===== src/design/lls_consts.svh =====
// constants for the line load shedder: offsets, fields, reset values, timing
`ifndef LLS_CONSTS_SVH
`define LLS_CONSTS_SVH

// ****************************************
// timing
// ****************************************
`define LLS_CLK_PERIOD_NS 10
`define LLS_NS_PER_S 1000000000
`define LLS_CYC_PER_S (`LLS_NS_PER_S / `LLS_CLK_PERIOD_NS)
`define LLS_TEST_PERIOD_S 4
`define LLS_FAIL_S 3
`define LLS_EXT_S 8
`define LLS_EXT_MAX_S (`LLS_FAIL_S + `LLS_EXT_S)
`define LLS_BLOCK_MIN 3
`define LLS_S_PER_MIN 60
`define LLS_BLOCK_S (`LLS_BLOCK_MIN * `LLS_S_PER_MIN)
`define LLS_RUN_LIMIT 3
`define LLS_MAX_REDUCTIONS 4

// ****************************************
// groups and reset values
// ****************************************
`define LLS_GROUPS 16
`define LLS_FRAC_DEN 16
`define LLS_RST_FRAC 1

// ****************************************
// register offsets (byte addresses) and fields
// ****************************************
`define LLS_OFS_CMD 8'h00
`define LLS_OFS_STATUS 8'h04
`define LLS_OFS_MASK 8'h08
`define LLS_OFS_EXCEED3 8'h0c
`define LLS_OFS_EXCEED11 8'h10
`define LLS_CMD_INHIBIT 4'h1
`define LLS_CMD_MANUAL_ON 4'h2
`define LLS_CMD_AUTOMATIC 4'h3
`define LLS_CMD_MASK_PRINT 4'h4
`define LLS_ST_MODE_LSB 0
`define LLS_ST_ENABLED 2
`define LLS_ST_ACTIVE 3
`define LLS_ST_RED_LSB 4
`define LLS_ST_LAMP 7

`endif


===== src/design/lls_pkg.sv =====
// types shared by the line load shedder modules
package lls_pkg;

  typedef enum logic [1:0]
  {
    LLS_MODE_OFF = 2'h0,
    LLS_MODE_AUTO = 2'h1,
    LLS_MODE_ON = 2'h3
  } lls_mode_e;

  typedef enum logic [1:0]
  {
    LLS_T_IDLE = 2'h0,
    LLS_T_BASE = 2'h1,
    LLS_T_EXT = 2'h3
  } lls_test_e;

endpackage


===== src/design/lls_order_mem.sv =====
// small memory of denied group numbers, read data registered
`timescale 1ns/1ps
module lls_order_mem #(
  parameter int unsigned DEPTH = 16,
  parameter int unsigned WIDTH = 4
) (
  input wire logic clk,
  input wire logic we,
  input wire logic [$clog2(DEPTH)-1:0] waddr,
  input wire logic [WIDTH-1:0] wdata,
  input wire logic [$clog2(DEPTH)-1:0] raddr,
  output logic [WIDTH-1:0] rdata
);
  import lls_pkg::*;

  logic [WIDTH-1:0] mem [DEPTH];

  always_ff @(posedge clk)
  begin
    if (we)
      mem[waddr] <= wdata;
    rdata <= mem[raddr];
  end
endmodule // lls_order_mem


===== src/design/lls_tick_div.sv =====
// one-cycle enable pulse once per programmable number of clock cycles
`timescale 1ns/1ps
module lls_tick_div #(
  parameter int unsigned CYCLES = 100000000
) (
  input wire logic clk,
  input wire logic rst,
  output logic tick
);
  import lls_pkg::*;

  typedef struct packed {
    logic [31:0] cnt;
    logic tick;
  } lls_div_s;

  lls_div_s st_reg;
  lls_div_s st_next;

  always_comb
  begin
    st_next = st_reg;
    st_next.tick = 1'b0;
    if (st_reg.cnt == 32'(CYCLES - 1))
    begin
      st_next.cnt = 32'h0;
      st_next.tick = 1'b1;
    end
    else
    begin
      st_next.cnt = st_reg.cnt + 32'h1;
    end
  end

  always_ff @(posedge clk)
  begin
    if (rst)
      st_reg <= '0;
    else
      st_reg <= st_next;
  end

  assign tick = st_reg.tick;
endmodule // lls_tick_div


===== src/design/lls_top.sv =====
// line load shedder: modes, speed tests, blockage, group denial, avalon slave
`timescale 1ns/1ps
`include "lls_consts.svh"
module lls_top #(
  parameter int unsigned NGROUPS = `LLS_GROUPS,
  parameter int unsigned ESS_FRAC = `LLS_RST_FRAC,
  parameter lls_pkg::lls_mode_e REINIT_MODE = lls_pkg::LLS_MODE_OFF,
  parameter int unsigned CYC_PER_S = `LLS_CYC_PER_S
) (
  input wire logic clk,
  input wire logic rst,
  input wire logic [7:0] avs_address,
  input wire logic avs_read,
  input wire logic avs_write,
  input wire logic [31:0] avs_writedata,
  output logic [31:0] avs_readdata,
  output logic avs_waitrequest,
  input wire logic dial_tone_seen,
  input wire logic blockage_high,
  input wire logic tests_inhibited,
  output logic speed_test_start,
  output lls_pkg::lls_mode_e mode,
  output logic shedder_enabled_lamp,
  output logic tone_delay_lamp,
  output logic major_alarm,
  output logic serious_status_report,
  output logic minor_status_report,
  output logic shed_change_report,
  output logic mask_report,
  output logic [NGROUPS-1:0] group_denied
);
  import lls_pkg::*;

  localparam int unsigned IW = $clog2(NGROUPS);
  localparam int unsigned CW = IW + 1;
  localparam int unsigned ESS_N = ESS_FRAC * NGROUPS / `LLS_FRAC_DEN;

  // ****************************************
  // state
  // ****************************************
  typedef struct packed {
    lls_mode_e mode;
    logic enabled;
    logic [NGROUPS-1:0] mask;
    logic [IW-1:0] head;
    logic [IW-1:0] tail;
    logic [CW-1:0] denied;
    logic [CW-1:0] pend;
    logic [2:0] reductions;
    logic busy;
    lls_test_e test;
    logic [3:0] elapsed;
    logic [2:0] period;
    logic [7:0] blk_sec;
    logic hold;
    logic [1:0] fail_run;
    logic [1:0] ext_run;
    logic [15:0] exceed3;
    logic [15:0] exceed11;
    logic fail_flag;
    logic tone_lamp;
    logic alarm;
    logic serious;
    logic minor;
    logic shed_chg;
    logic mask_rep;
    logic test_start;
    logic [1:0] s_tone;
    logic [1:0] s_blk;
    logic [1:0] s_tinh;
    logic wait_n;
    logic [31:0] rdata;
  } lls_state_s;

  lls_state_s st_reg;
  lls_state_s st_next;
  logic sec_tick;
  logic mem_we;
  logic [IW-1:0] mem_wdata;
  logic [IW-1:0] mem_rdata;
  logic ev_pass;
  logic ev_fail3;
  logic ev_fail11;
  logic trig;
  logic ack_wr;
  logic [3:0] cmd;
  logic [CW-1:0] served;
  logic [IW-1:0] cand;
  logic cand_ok;

  // ****************************************
  // helpers
  // ****************************************
  // nonessential groups still allowed to originate
  function automatic logic [CW-1:0] count_served(input logic [NGROUPS-1:0] m);
    logic [CW-1:0] c;
    c = '0;
    for (int i = ESS_N; i < NGROUPS; i++)
      if (!m[i])
        c = c + CW'(1);
    return c;
  endfunction

  // essential groups sit at the low indices and are never picked
  function automatic logic [IW:0] first_served(input logic [NGROUPS-1:0] m);
    logic [IW:0] r;
    r = '0;
    for (int i = NGROUPS - 1; i >= int'(ESS_N); i--)
      if (!m[i])
        r = {1'b1, IW'(i)};
    return r;
  endfunction

  function automatic lls_state_s clear_shed(input lls_state_s s);
    lls_state_s r;
    r = s;
    r.mask = '0;
    r.head = '0;
    r.tail = '0;
    r.denied = '0;
    r.pend = '0;
    r.busy = 1'b0;
    r.reductions = '0;
    r.hold = 1'b0;
    return r;
  endfunction

  lls_tick_div #(
    .CYCLES(CYC_PER_S)
  ) u_div (
    .clk(clk),
    .rst(rst),
    .tick(sec_tick)
  );

  lls_order_mem #(
    .DEPTH(NGROUPS),
    .WIDTH(IW)
  ) u_mem (
    .clk(clk),
    .we(mem_we),
    .waddr(st_reg.tail),
    .wdata(mem_wdata),
    .raddr(st_reg.head),
    .rdata(mem_rdata)
  );

  assign served = count_served(st_reg.mask);
  assign {cand_ok, cand} = first_served(st_reg.mask);
  assign mem_wdata = cand;

  // ****************************************
  // next state
  // ****************************************
  always_comb
  begin
    st_next = st_reg;
    mem_we = 1'b0;
    ev_pass = 1'b0;
    ev_fail3 = 1'b0;
    ev_fail11 = 1'b0;
    trig = 1'b0;
    st_next.alarm = 1'b0;
    st_next.serious = 1'b0;
    st_next.minor = 1'b0;
    st_next.shed_chg = 1'b0;
    st_next.mask_rep = 1'b0;
    st_next.test_start = 1'b0;
    st_next.s_tone = {st_reg.s_tone[0], dial_tone_seen};
    st_next.s_blk = {st_reg.s_blk[0], blockage_high};
    st_next.s_tinh = {st_reg.s_tinh[0], tests_inhibited};

    // speed test: 3 s base, extended up to 8 s more
    if (sec_tick)
      st_next.period = (st_reg.period == 3'(`LLS_TEST_PERIOD_S - 1)) ? 3'h0
                                                                   : st_reg.period + 3'h1;
    unique case (st_reg.test)
      LLS_T_IDLE:
      begin
        if (sec_tick && st_reg.period == 3'h0 && st_reg.mode != LLS_MODE_OFF)
        begin
          st_next.test = LLS_T_BASE;
          st_next.elapsed = 4'h0;
          st_next.test_start = 1'b1;
        end
      end
      LLS_T_BASE:
      begin
        if (st_reg.s_tone[1])
        begin
          ev_pass = 1'b1;
          st_next.ext_run = 2'h0;
          st_next.test = LLS_T_IDLE;
        end
        else if (sec_tick && st_reg.elapsed == 4'(`LLS_FAIL_S - 1))
        begin
          ev_fail3 = 1'b1;
          st_next.test = LLS_T_EXT;
          st_next.elapsed = st_reg.elapsed + 4'h1;
        end
        else if (sec_tick)
          st_next.elapsed = st_reg.elapsed + 4'h1;
      end
      LLS_T_EXT:
      begin
        if (st_reg.s_tone[1])
        begin
          st_next.ext_run = 2'h0;
          st_next.test = LLS_T_IDLE;
        end
        else if (sec_tick && st_reg.elapsed == 4'(`LLS_EXT_MAX_S - 1))
        begin
          ev_fail11 = 1'b1;
          st_next.test = LLS_T_IDLE;
        end
        else if (sec_tick)
          st_next.elapsed = st_reg.elapsed + 4'h1;
      end
      default:
        st_next.test = LLS_T_IDLE;
    endcase
    if (st_reg.mode == LLS_MODE_OFF || st_reg.s_tinh[1])
      st_next.test = LLS_T_IDLE;

    // traffic counts wrap silently; software reads them as deltas
    if (ev_fail3)
      st_next.exceed3 = st_reg.exceed3 + 16'h1;
    if (ev_fail11)
      st_next.exceed11 = st_reg.exceed11 + 16'h1;

    // consecutive base failures
    if (ev_pass)
      st_next.fail_run = 2'h0;
    else if (ev_fail3 && st_reg.fail_run == 2'(`LLS_RUN_LIMIT - 1))
    begin
      st_next.fail_run = 2'h0;
      trig = 1'b1;
    end
    else if (ev_fail3)
      st_next.fail_run = st_reg.fail_run + 2'h1;

    // automatic enable on extended failures
    if (ev_fail11 && st_reg.ext_run == 2'(`LLS_RUN_LIMIT - 1))
    begin
      st_next.ext_run = 2'h0;
      if (st_reg.mode == LLS_MODE_AUTO && !st_reg.enabled)
      begin
        st_next.enabled = 1'b1;
        st_next.alarm = 1'b1;
        st_next.serious = 1'b1;
      end
    end
    else if (ev_fail11)
      st_next.ext_run = st_reg.ext_run + 2'h1;

    // blockage sampled once per interval; a blockage denial holds restores
    if (sec_tick && st_reg.blk_sec == 8'(`LLS_BLOCK_S - 1))
    begin
      st_next.blk_sec = 8'h0;
      st_next.hold = st_reg.enabled && st_reg.s_blk[1];
      if (st_reg.enabled && st_reg.s_blk[1])
        trig = 1'b1;
    end
    else if (sec_tick)
      st_next.blk_sec = st_reg.blk_sec + 8'h1;

    // halve served groups; fourth reduction takes all
    if (trig && st_reg.enabled && st_reg.pend == '0 && served != '0)
    begin
      if (st_reg.reductions >= 3'(`LLS_MAX_REDUCTIONS - 1))
        st_next.pend = served;
      else
        st_next.pend = served - (served >> 1);
      if (st_reg.reductions != 3'(`LLS_MAX_REDUCTIONS))
        st_next.reductions = st_reg.reductions + 3'h1;
      if (st_reg.denied == '0)
        st_next.shed_chg = 1'b1;
    end

    // one group a cycle, its number logged for oldest-first restore
    if (st_reg.pend != '0)
    begin
      if (cand_ok)
      begin
        st_next.mask[cand] = 1'b1;
        mem_we = 1'b1;
        st_next.tail = st_reg.tail + IW'(1);
        st_next.denied = st_reg.denied + CW'(1);
        st_next.pend = st_reg.pend - CW'(1);
      end
      else
        st_next.pend = '0;
    end

    // restore the oldest denied group per passed
    if (ev_pass && !st_reg.hold && st_reg.denied != '0 && st_reg.pend == '0 && !st_reg.busy)
      st_next.busy = 1'b1;
    if (st_reg.busy)
    begin
      st_next.busy = 1'b0;
      st_next.mask[mem_rdata] = 1'b0;
      st_next.head = st_reg.head + IW'(1);
      // a denial step may land in this cycle too, so count from st_next
      st_next.denied = st_next.denied - CW'(1);
      if (st_next.denied == '0)
      begin
        st_next.shed_chg = 1'b1;
        st_next.reductions = 3'h0;
      end
    end

    // automatic self-disable once restored and passing
    if (st_reg.mode == LLS_MODE_AUTO && st_reg.enabled && ev_pass && st_reg.denied == '0 &&
        st_reg.pend == '0 && !st_reg.hold && !st_reg.s_blk[1])
      st_next.enabled = 1'b0;

    // testing inhibited clears all denials as inhibit does, but keeps mode and enable
    if (st_reg.s_tinh[1])
      st_next = clear_shed(st_next);

    if (ev_fail3)
      st_next.fail_flag = 1'b1;
    else if (ev_pass)
      st_next.fail_flag = 1'b0;

    // ****************************************
    // avalon slave: one wait state per access
    // ****************************************
    ack_wr = avs_write && !st_reg.wait_n;
    cmd = avs_writedata[3:0];
    st_next.wait_n = !((avs_read || avs_write) && st_reg.wait_n);
    if (avs_read && st_reg.wait_n)
    begin
      unique case (avs_address)
        `LLS_OFS_CMD:
          st_next.rdata = {30'h0, st_reg.mode};
        `LLS_OFS_STATUS:
          st_next.rdata = {24'h0, st_reg.tone_lamp, st_reg.reductions,
                           st_reg.denied != '0, st_reg.enabled, st_reg.mode};
        `LLS_OFS_MASK:
          st_next.rdata = 32'(st_reg.mask);
        `LLS_OFS_EXCEED3:
          st_next.rdata = {16'h0, st_reg.exceed3};
        `LLS_OFS_EXCEED11:
          st_next.rdata = {16'h0, st_reg.exceed11};
        default:
          st_next.rdata = 32'h0;
      endcase
    end

    // commands override same-cycle internal decisions
    if (ack_wr && avs_address == `LLS_OFS_CMD)
    begin
      unique case (cmd)
        `LLS_CMD_INHIBIT:
        begin
          st_next = clear_shed(st_next);
          st_next.mode = LLS_MODE_OFF;
          st_next.enabled = 1'b0;
          st_next.minor = 1'b1;
          st_next.shed_chg = st_reg.denied != '0;
        end
        `LLS_CMD_MANUAL_ON:
        begin
          st_next.mode = LLS_MODE_ON;
          st_next.enabled = 1'b1;
          st_next.alarm = 1'b1;
          st_next.serious = 1'b1;
        end
        `LLS_CMD_AUTOMATIC:
        begin
          st_next.mode = LLS_MODE_AUTO;
          st_next.minor = 1'b1;
          // failures before the command do not count toward self-enable
          st_next.ext_run = 2'h0;
        end
        `LLS_CMD_MASK_PRINT:
          st_next.mask_rep = 1'b1;
        default:
        begin
        end
      endcase
    end

    // lamp also covers a failure seen this very cycle
    st_next.tone_lamp = st_next.fail_flag || (st_next.mask != '0);
  end

  always_ff @(posedge clk)
  begin
    if (rst)
    begin
      st_reg <= '0;
      st_reg.mode <= REINIT_MODE;
      st_reg.enabled <= (REINIT_MODE == LLS_MODE_ON);
      st_reg.wait_n <= 1'b1;
    end
    else
      st_reg <= st_next;
  end

  assign avs_readdata = st_reg.rdata;
  assign avs_waitrequest = st_reg.wait_n;
  assign speed_test_start = st_reg.test_start;
  assign mode = st_reg.mode;
  assign shedder_enabled_lamp = st_reg.enabled;
  assign tone_delay_lamp = st_reg.tone_lamp;
  assign major_alarm = st_reg.alarm;
  assign serious_status_report = st_reg.serious;
  assign minor_status_report = st_reg.minor;
  assign shed_change_report = st_reg.shed_chg;
  assign mask_report = st_reg.mask_rep;
  assign group_denied = st_reg.mask;
endmodule // lls_top


===== config.mk =====
export PLATFORM = sky130hd
export DESIGN_NAME = lls_top
export DESIGN_NICKNAME = d
export VERILOG_FILES = /design/src/design/lls_pkg.sv /design/src/design/lls_order_mem.sv /design/src/design/lls_tick_div.sv /design/src/design/lls_top.sv
export VERILOG_INCLUDE_DIRS = /design/src /design/src/design
export SDC_FILE = /design/constraint.sdc
export NUM_CORES = 1
export LEC_CHECK = 0
export BUFFER_PORTS_ARGS = -buffer_cell sky130_fd_sc_hd__buf_4
export CAP_MARGIN = 25
export CORE_ASPECT_RATIO = 1.4
export CORE_MARGIN = 5
export CORE_UTILIZATION = 35
export CTS_BUF_LIST = sky130_fd_sc_hd__clkbuf_8
export DETAILED_ROUTE_END_ITERATION = 16
export HOLD_SLACK_MARGIN = 0.1
export PLACE_DENSITY = 0.56
export SLEW_MARGIN = 15
export SYNTH_ARGS = -nofsm -noshare
export SYNTH_HDL_FRONTEND = slang
export SYNTH_SLANG_ARGS = --single-unit

===== constraint.sdc =====
create_clock -name clk -period 21.7 [get_ports clk]
set_input_delay 1.085 -clock clk [delete_from_list [all_inputs] [get_ports clk]]
set_output_delay 1.085 -clock clk [all_outputs]
set_load 0.02 [all_outputs]

==> out/summary.txt, run 1 <==
run status = finished clean
initial DRC count = 436
Synth Cell Area = 12900 sq um
die area = 40840 sq um
CTS Buf Count = 38
Placement Setup Slack = 11150 ps
top post-synthesis cells by area = dfxtp_1 (25%), edfxtp_1 (15%), nor2_1 (5.6%)
share of cells above drive strength 1 = 0.1324
gr usage total = 0.1413
Tcrit/Tclk final = 0.4826
Post-DRT Antenna Nets = 0
clock skew = 28.86 ps
Total Wirelength = 29.32 mm
CP max stage delay = 790 ps
worst hold path class = reg -> reg
Core ar. = 36560 sq um
Post-CTS Resized = 0
wire length on met1 = 12.00 mm
CP arrival = 10890 ps
Starting Density = 0.3528
clock-pin slew on the worst setup and hold paths = 60 ps
P&R area growth vs syn = 9.654%
clk sinks = 226
count of cell types in the netlist = 89
DRC viols = 0
most numerous cell on the critical path = ha_1
sequential element share of the synthesized area = 0.4005
library cell with the highest instance count after synthesis = nor2_1
WL/cell = 15.48 um
kind of critical path = reg -> reg
Clock Path Buffers = 3
Crit Path Max Fanout = 11
Yosys top cell area share = 0.2515
first-pass GRT wire length = 47.79 mm
cells after synthesis = 1383
pin count of the biggest net entering global routing = 68
CTS tree = done
Post-synth EDFFs = 64
synth warn = 0
Slew @ Worst Pin = 997.3 ps
total grt overflow = 0
Pre-antenna DRT Iters = 5
die height = 237.1 um
endpoints failing setup = 0
unrepaired setup endpoints after global routing = no
via count = 9708
initial antenna violation count = 0
Buffers & Inverters on Critical Path = 1
Final GP Congestion = 0.8051
Seq cells post-synth = 226
die width = 172.2 um
Vias/cell = 5.126
# port buffers = 61
Design Area, Final = 14140 sq um
post-route minimum period = 10470 ps
max-slew violations = 0
Hold Vio Cnt, Final = 0
number of I/O pins = 106
post-CTS setup buffers = 0
dominant cell type by area after synthesis = dfxtp_1
hold-fix buffer count after cts = 0
row count = 83
startpoint class of the critical path = register
Max Fclk = 0.09548 GHz
delay-heaviest family, CP = adder cells
clk_lat worst skew = 550 ps
Post-DP HPWL = 21.58 mm
synthesized area per cell = 9.325 sq um
flip-flop count of the largest register after layout = 83
total negative slack = 0 ps
slowest CP cell = mux2i_1
asr flop ratio synth = 0
CP Capture Type = register
post-route setup slack = 11230 ps
DP Area = 13420 sq um
Main synth FF type = dfxtp_1
Antenna diodes = 0
H-tree levels = 2
Top Layer Used = met4
MaxCap Viol Count = 0
routed wl met3 = 1.070 mm
Root Driver = clkbuf_8
slew margin rel. = 0.3161
Final Net Count = 1491
Core Util, Final = 0.3868
Worst EP required = 22120 ps
commonest cells in the netlist = nor2_1 (193), dfxtp_1 (162), nand2_1 (95), edfxtp_1 (64), xnor2_1 (62)
number of global-route vias before repair = 9619
metal2 WL = 15.19 mm
## metal layers
| layer | up-vias | global-route usage |
|---|---|---|
| li1 | 4846 | - |
| met1 | 4613 | 0.1634 |
| met2 | 174 | 0.2574 |
| met3 | 75 | 0.02021 |
| met4 | 0 | 0.05863 |
| met5 | - | 0 |
## kinds of logic (layout without fill, tap and decap cells)
family / count (synthesis) / after routing / share of synthesized area
simple gates: 566 / 566 / 0.2158
flops: 226 / 226 / 0.4005
compound gates: 195 / 195 / 0.1062
buf+inv: 164 / 193 / 0.06918
xor+xnor: 130 / 130 / 0.1003
mux: 56 / 56 / 0.06345
fa+ha+maj: 45 / 45 / 0.04424
other cells: 1 / 16 / 0.0002908
## placed cells by master, fill, tap and decap left out, types with 5 or more instances in the layout
cell type,n
a211oi_1,7
a21oi_1,48
a222oi_1,6
a22o_1,6
a22oi_1,10
a31oi_1,13
and2_1,23
and3_1,24
buf_4,74
clkbuf_8,45
conb_1,16
dfxtp_1,162
edfxtp_1,64
ha_1,44
inv_1,67
mux2_2,6
mux2i_1,30
mux4_2,20
nand2_1,95
nand2b_1,21
nand3_1,55
nand3b_1,10
nand4_1,22
nor2_1,193
nor2b_1,25
nor3_1,31
nor3b_1,5
nor4_1,12
o21ai_0,37
o221ai_1,10
o31ai_1,5
or2_2,7
or3_1,15
xnor2_1,62
xor2_1,55
## worst reg2reg max path: cells and delay by family, from the launching register on
family / cells / cell delay (ps)
buffers and inverters: 1 / 150
and+or+nand+nor: 12 / 2230
muxes: 3 / 1400
DFF: 1 / 610
xor gates and xnor gates: 5 / 1380
AOI/OAI and AO/OA: 14 / 2020
adders and majority gates: 9 / 2570
## final timing paths
check	from	end	slack [ps]	cells past startpoint
worst max-delay path	group_denied[2]	st_reg[106]	11230	44
worst min-delay path	st_reg[37]	st_reg[38]	440	1
worst max register to register	group_denied[2]	st_reg[106]	11230	44
worst min register to register	st_reg[37]	st_reg[38]	440	1
## metrics by stage
| stage | std cells | hold slack (ps) |
|---|---|---|
| 2_1_floorplan | 1398 | 413.2 |
| 3_3_place_gp | 1825 | 425.1 |
| 3_5_place_dp | 1825 | 436.0 |
| 4_1_cts | 1893 | 445.1 |
| 5_1_grt | 1894 | 465.7 |
| 6_report | 1894 | 438.7 |
## cell type report
type                    count  area (sq um)
well taps                 467         584.3
repair buffers             74         555.5
clock buffers              45         619.3
fillers                  3738         22410
multi-input cells        1008          6924
clock inverters            23         98.84
flip-flops and latches    226          5165
inverters                  51         193.9
Power of run 1 is left out: the tool's default activity adds up to more than one toggle a clock period on the data nets, which glitch-free logic cannot reach.
==> run 2: changes to the inputs <==
--- a/config.mk
+++ b/config.mk
@@ -6,6 +6,7 @@
 export SDC_FILE = /design/constraint.sdc
 export NUM_CORES = 1
 export LEC_CHECK = 0
+export ABC_AREA = 1
 export BUFFER_PORTS_ARGS = -buffer_cell sky130_fd_sc_hd__buf_4
 export CAP_MARGIN = 25
 export CORE_ASPECT_RATIO = 1.4
@@ -14,7 +15,7 @@
 export CTS_BUF_LIST = sky130_fd_sc_hd__clkbuf_8
 export DETAILED_ROUTE_END_ITERATION = 16
 export HOLD_SLACK_MARGIN = 0.1
-export PLACE_DENSITY = 0.56
+export PLACE_DENSITY = 0.58
 export SLEW_MARGIN = 15
 export SYNTH_ARGS = -nofsm -noshare
 export SYNTH_HDL_FRONTEND = slang
==> constraint.sdc (replaced) <==
create_clock -name clk -period 9.1 [get_ports clk]
set_input_delay 0.455 -clock clk [delete_from_list [all_inputs] [get_ports clk]]
set_output_delay 0.455 -clock clk [all_outputs]
set_load 0.02 [all_outputs]
==> out/summary.txt, run 2 <==
Register Area = 5166 sq um
share of cells above drive strength 1 = 0.1075
top post-synthesis cells by area = dfxtp_1 (26%), edfxtp_1 (15%), nand2_1 (9.7%)
slowest CP cell = dfxtp_1
Hold Vio Cnt, Final = 0
asr flop ratio synth = 0
gr usage total = 0.1526
row count = 82
Root Driver = clkbuf_8
sequential element share of the synthesized area = 0.4099
clock network power share = 0.476
clock-pin slew on the worst setup and hold paths = 60 ps
Gate power share = 0.023
DRC viols = 0
most common cell after layout, fill and taps aside = nand2_1
CP arrival = 8720 ps
commonest cells in the netlist = nand2_1 (325), inv_1 (230), nor2_1 (188), dfxtp_1 (162), nand3_1 (108)
CP Capture Type = register
kind of critical path = reg -> reg
Sw Pwr = 456.7 uW
Inst Count DP = 2130
Pre-antenna DRT Iters = 5
Max Fclk = 0.1213 GHz
Post-DRT Antenna Nets = 0
P&R area growth vs syn = 11.82%
reg-to-reg setup timing slack = 860 ps
number of global-route vias before repair = 10.56k
cells after synthesis = 1674
clock skew = 20.12 ps
RR Startpoint = group_denied[2]
most numerous cell on the critical path = nand2_1
synth warn = 0
MaxCap Viol Count = 0
Switching Fraction = 0.2218
library cell with the highest instance count after synthesis = nand2_1
flip-flop count of the largest register after layout = 83
Final GP Congestion = 0.8659
unrepaired setup endpoints after global routing = no
slew margin rel. = 0.3434
Antenna diodes = 0
Core ar. = 35700 sq um
PD cells = 146.1 nW/um^2
post-route minimum period = 8245 ps
Total Wirelength = 30.70 mm
run status = finished clean
total grt overflow = 0
Leak Pwr = 0.005613 uW
pin count of the biggest net entering global routing = 63
Critical Path Sink = st_reg[108]
via count = 10.83k
Main synth FF type = dfxtp_1
endpoints failing setup = 0
Core Util, Final = 0.3946
r2r endpoint = st_reg[108]
Post-DP HPWL = 22.98 mm
dominant cell type by area after synthesis = dfxtp_1
Reg power frac = 0.502
most frequent cells in the layout = nand2_1 (325), inv_1 (240), nor2_1 (188), dfxtp_1 (161), nand3_1 (108)
initial antenna violation count = 0
P_int = 1602 uW
CP max stage delay = 420 ps
Crit Path Max Fanout = 6
number of I/O pins = 106
Synth Cell Area = 12600 sq um
count of cell types in the netlist = 51
Design Area, Final = 14090 sq um
Seq cells post-synth = 226
die area = 39950 sq um
total negative slack = 0 ps
first-pass GRT wire length = 50.32 mm
H-tree levels = 2
clk sinks = 226
Tcrit/Tclk final = 0.9060
worst hold path class = in -> reg
# port buffers = 61
clk_lat worst skew = 550 ps
non-filler cells, final = 2202
synthesized area per cell = 7.527 sq um
multi-input logic area = 6061 sq um
die height = 234.5 um
CP Launch Point = group_denied[2]
max-slew violations = 0
Yosys top cell area share = 0.2574
DP Area = 13200 sq um
startpoint class of the critical path = register
R2R depth = 54
die width = 170.4 um
Vias/cell = 4.920
Post-synth EDFFs = 64
CTS Buf Count = 37
Worst EP required = 9570 ps
CTS tree = done
WL/cell = 13.94 um
Starting Density = 0.3529
Clock Path Buffers = 3
Slew @ Worst Pin = 982.5 ps
initial DRC count = 478
worst-case vdd ir drop = 0.1061 mV
Final Net Count = 1805
# fillers = 3729
==> run 2: changes by cell type after synthesis, moves of 21 or more <==
cell and delta:
o21ai_0 +35, and2_1 -23, xor2_1 -38, a21oi_1 +41, and3_1 -22, nand2_1 +230, xnor2_1 -59, nand3_1 +53
nand2b_1 -21, nor2b_1 -25, inv_1 +180
==> run 2: critical path, delay by kind of cell, from the launching register on <==
family	cells	cell delay, ps
AND/OR/NAND/NOR	32	3490
adder cells (fa/ha/maj)	9	2600
AO/OA/AOI/OAI	5	900
buffers and inverters	8	760
flip-flops	1	420
==> run 2: cell type report <==
| cell class | instances | share of cell area |
|---|---|---|
| clock buffers | 44 | 0.04298 |
| inverters | 245 | 0.06527 |
| flip-flops and latches | 226 | 0.3667 |
| multi-input cells | 1133 | 0.4302 |
| clock inverters | 22 | 0.01519 |
| repair buffers | 70 | 0.03872 |
| well taps | 462 | 0.04103 |
==> run 2: how the worst min path moves through the flow <==
stage | startpoint | end | slack, ps | depth (start not counted)
finish | avs_read | avs_waitrequest | 140 | 2
global route | avs_read | avs_waitrequest | 110 | 2
CTS | avs_read | avs_waitrequest | 100 | 2
detailed placement | st_reg[37] | st_reg[38] | 400 | 2
global placement | st_reg[33] | st_reg[34] | 400 | 2
floorplan | st_reg[33] | st_reg[34] | 390 | 2
==> run 2: kinds of logic (layout without fill, tap and decap cells) <==
family / count (synthesis) / count (layout) / synth area share
AND/OR/NAND/NOR: 790 / 790 / 0.2888
buffers and inverters: 330 / 381 / 0.1139
XOR/XNOR: 20 / 20 / 0.01390
adder cells (fa/ha/maj): 45 / 45 / 0.04528
AO/OA/AOI/OAI: 250 / 250 / 0.1184
other: 1 / 16 / 0.0002976
multiplexers: 12 / 12 / 0.009533
flip-flops: 226 / 226 / 0.4099
==> run 2: power groups by stage <==
stage | registers (uW) | clock network, uW | logic [uW]
final | 1030 | 979 | 46.3
after detailed placement | 1060 | 0 | 45.1
after CTS | 1030 | 1010 | 46.8
after global routing | 1030 | 1060 | 52.0
after floorplan | 1060 | 0 | 33.9
after global placement | 1060 | 0 | 44.8
==> run 2: per-layer routing <==
metal | part of all wire | GRT usage
met4 | 0.024 | 0.05343
met3 | 0.041 | 0.02436
met5 | 0 | 0
met2 | 0.53 | 0.2930
met1 | 0.40 | 0.1682
==> run 2: metrics by stage <==
stage               total power [uW]  hold slack, ps  worst slack (ps)
global placement                1100           397.2             702.2
CTS                             2093           101.1             529.7
floorplan                       1089           388.3              1460
global route                    2142           114.9             79.44
detailed placement              1100           397.9             595.6
finish                          2059           144.1             855.3
==> run 2: timing repair <==
item	CTS	global route
hold buffers	5	0
setup endpoints to repair	0	4
gates resized for setup	0	3
endpoints found under the hold margin	4	0
setup buffers	0	0
Note: power is estimated with default switching activity, not from simulation.
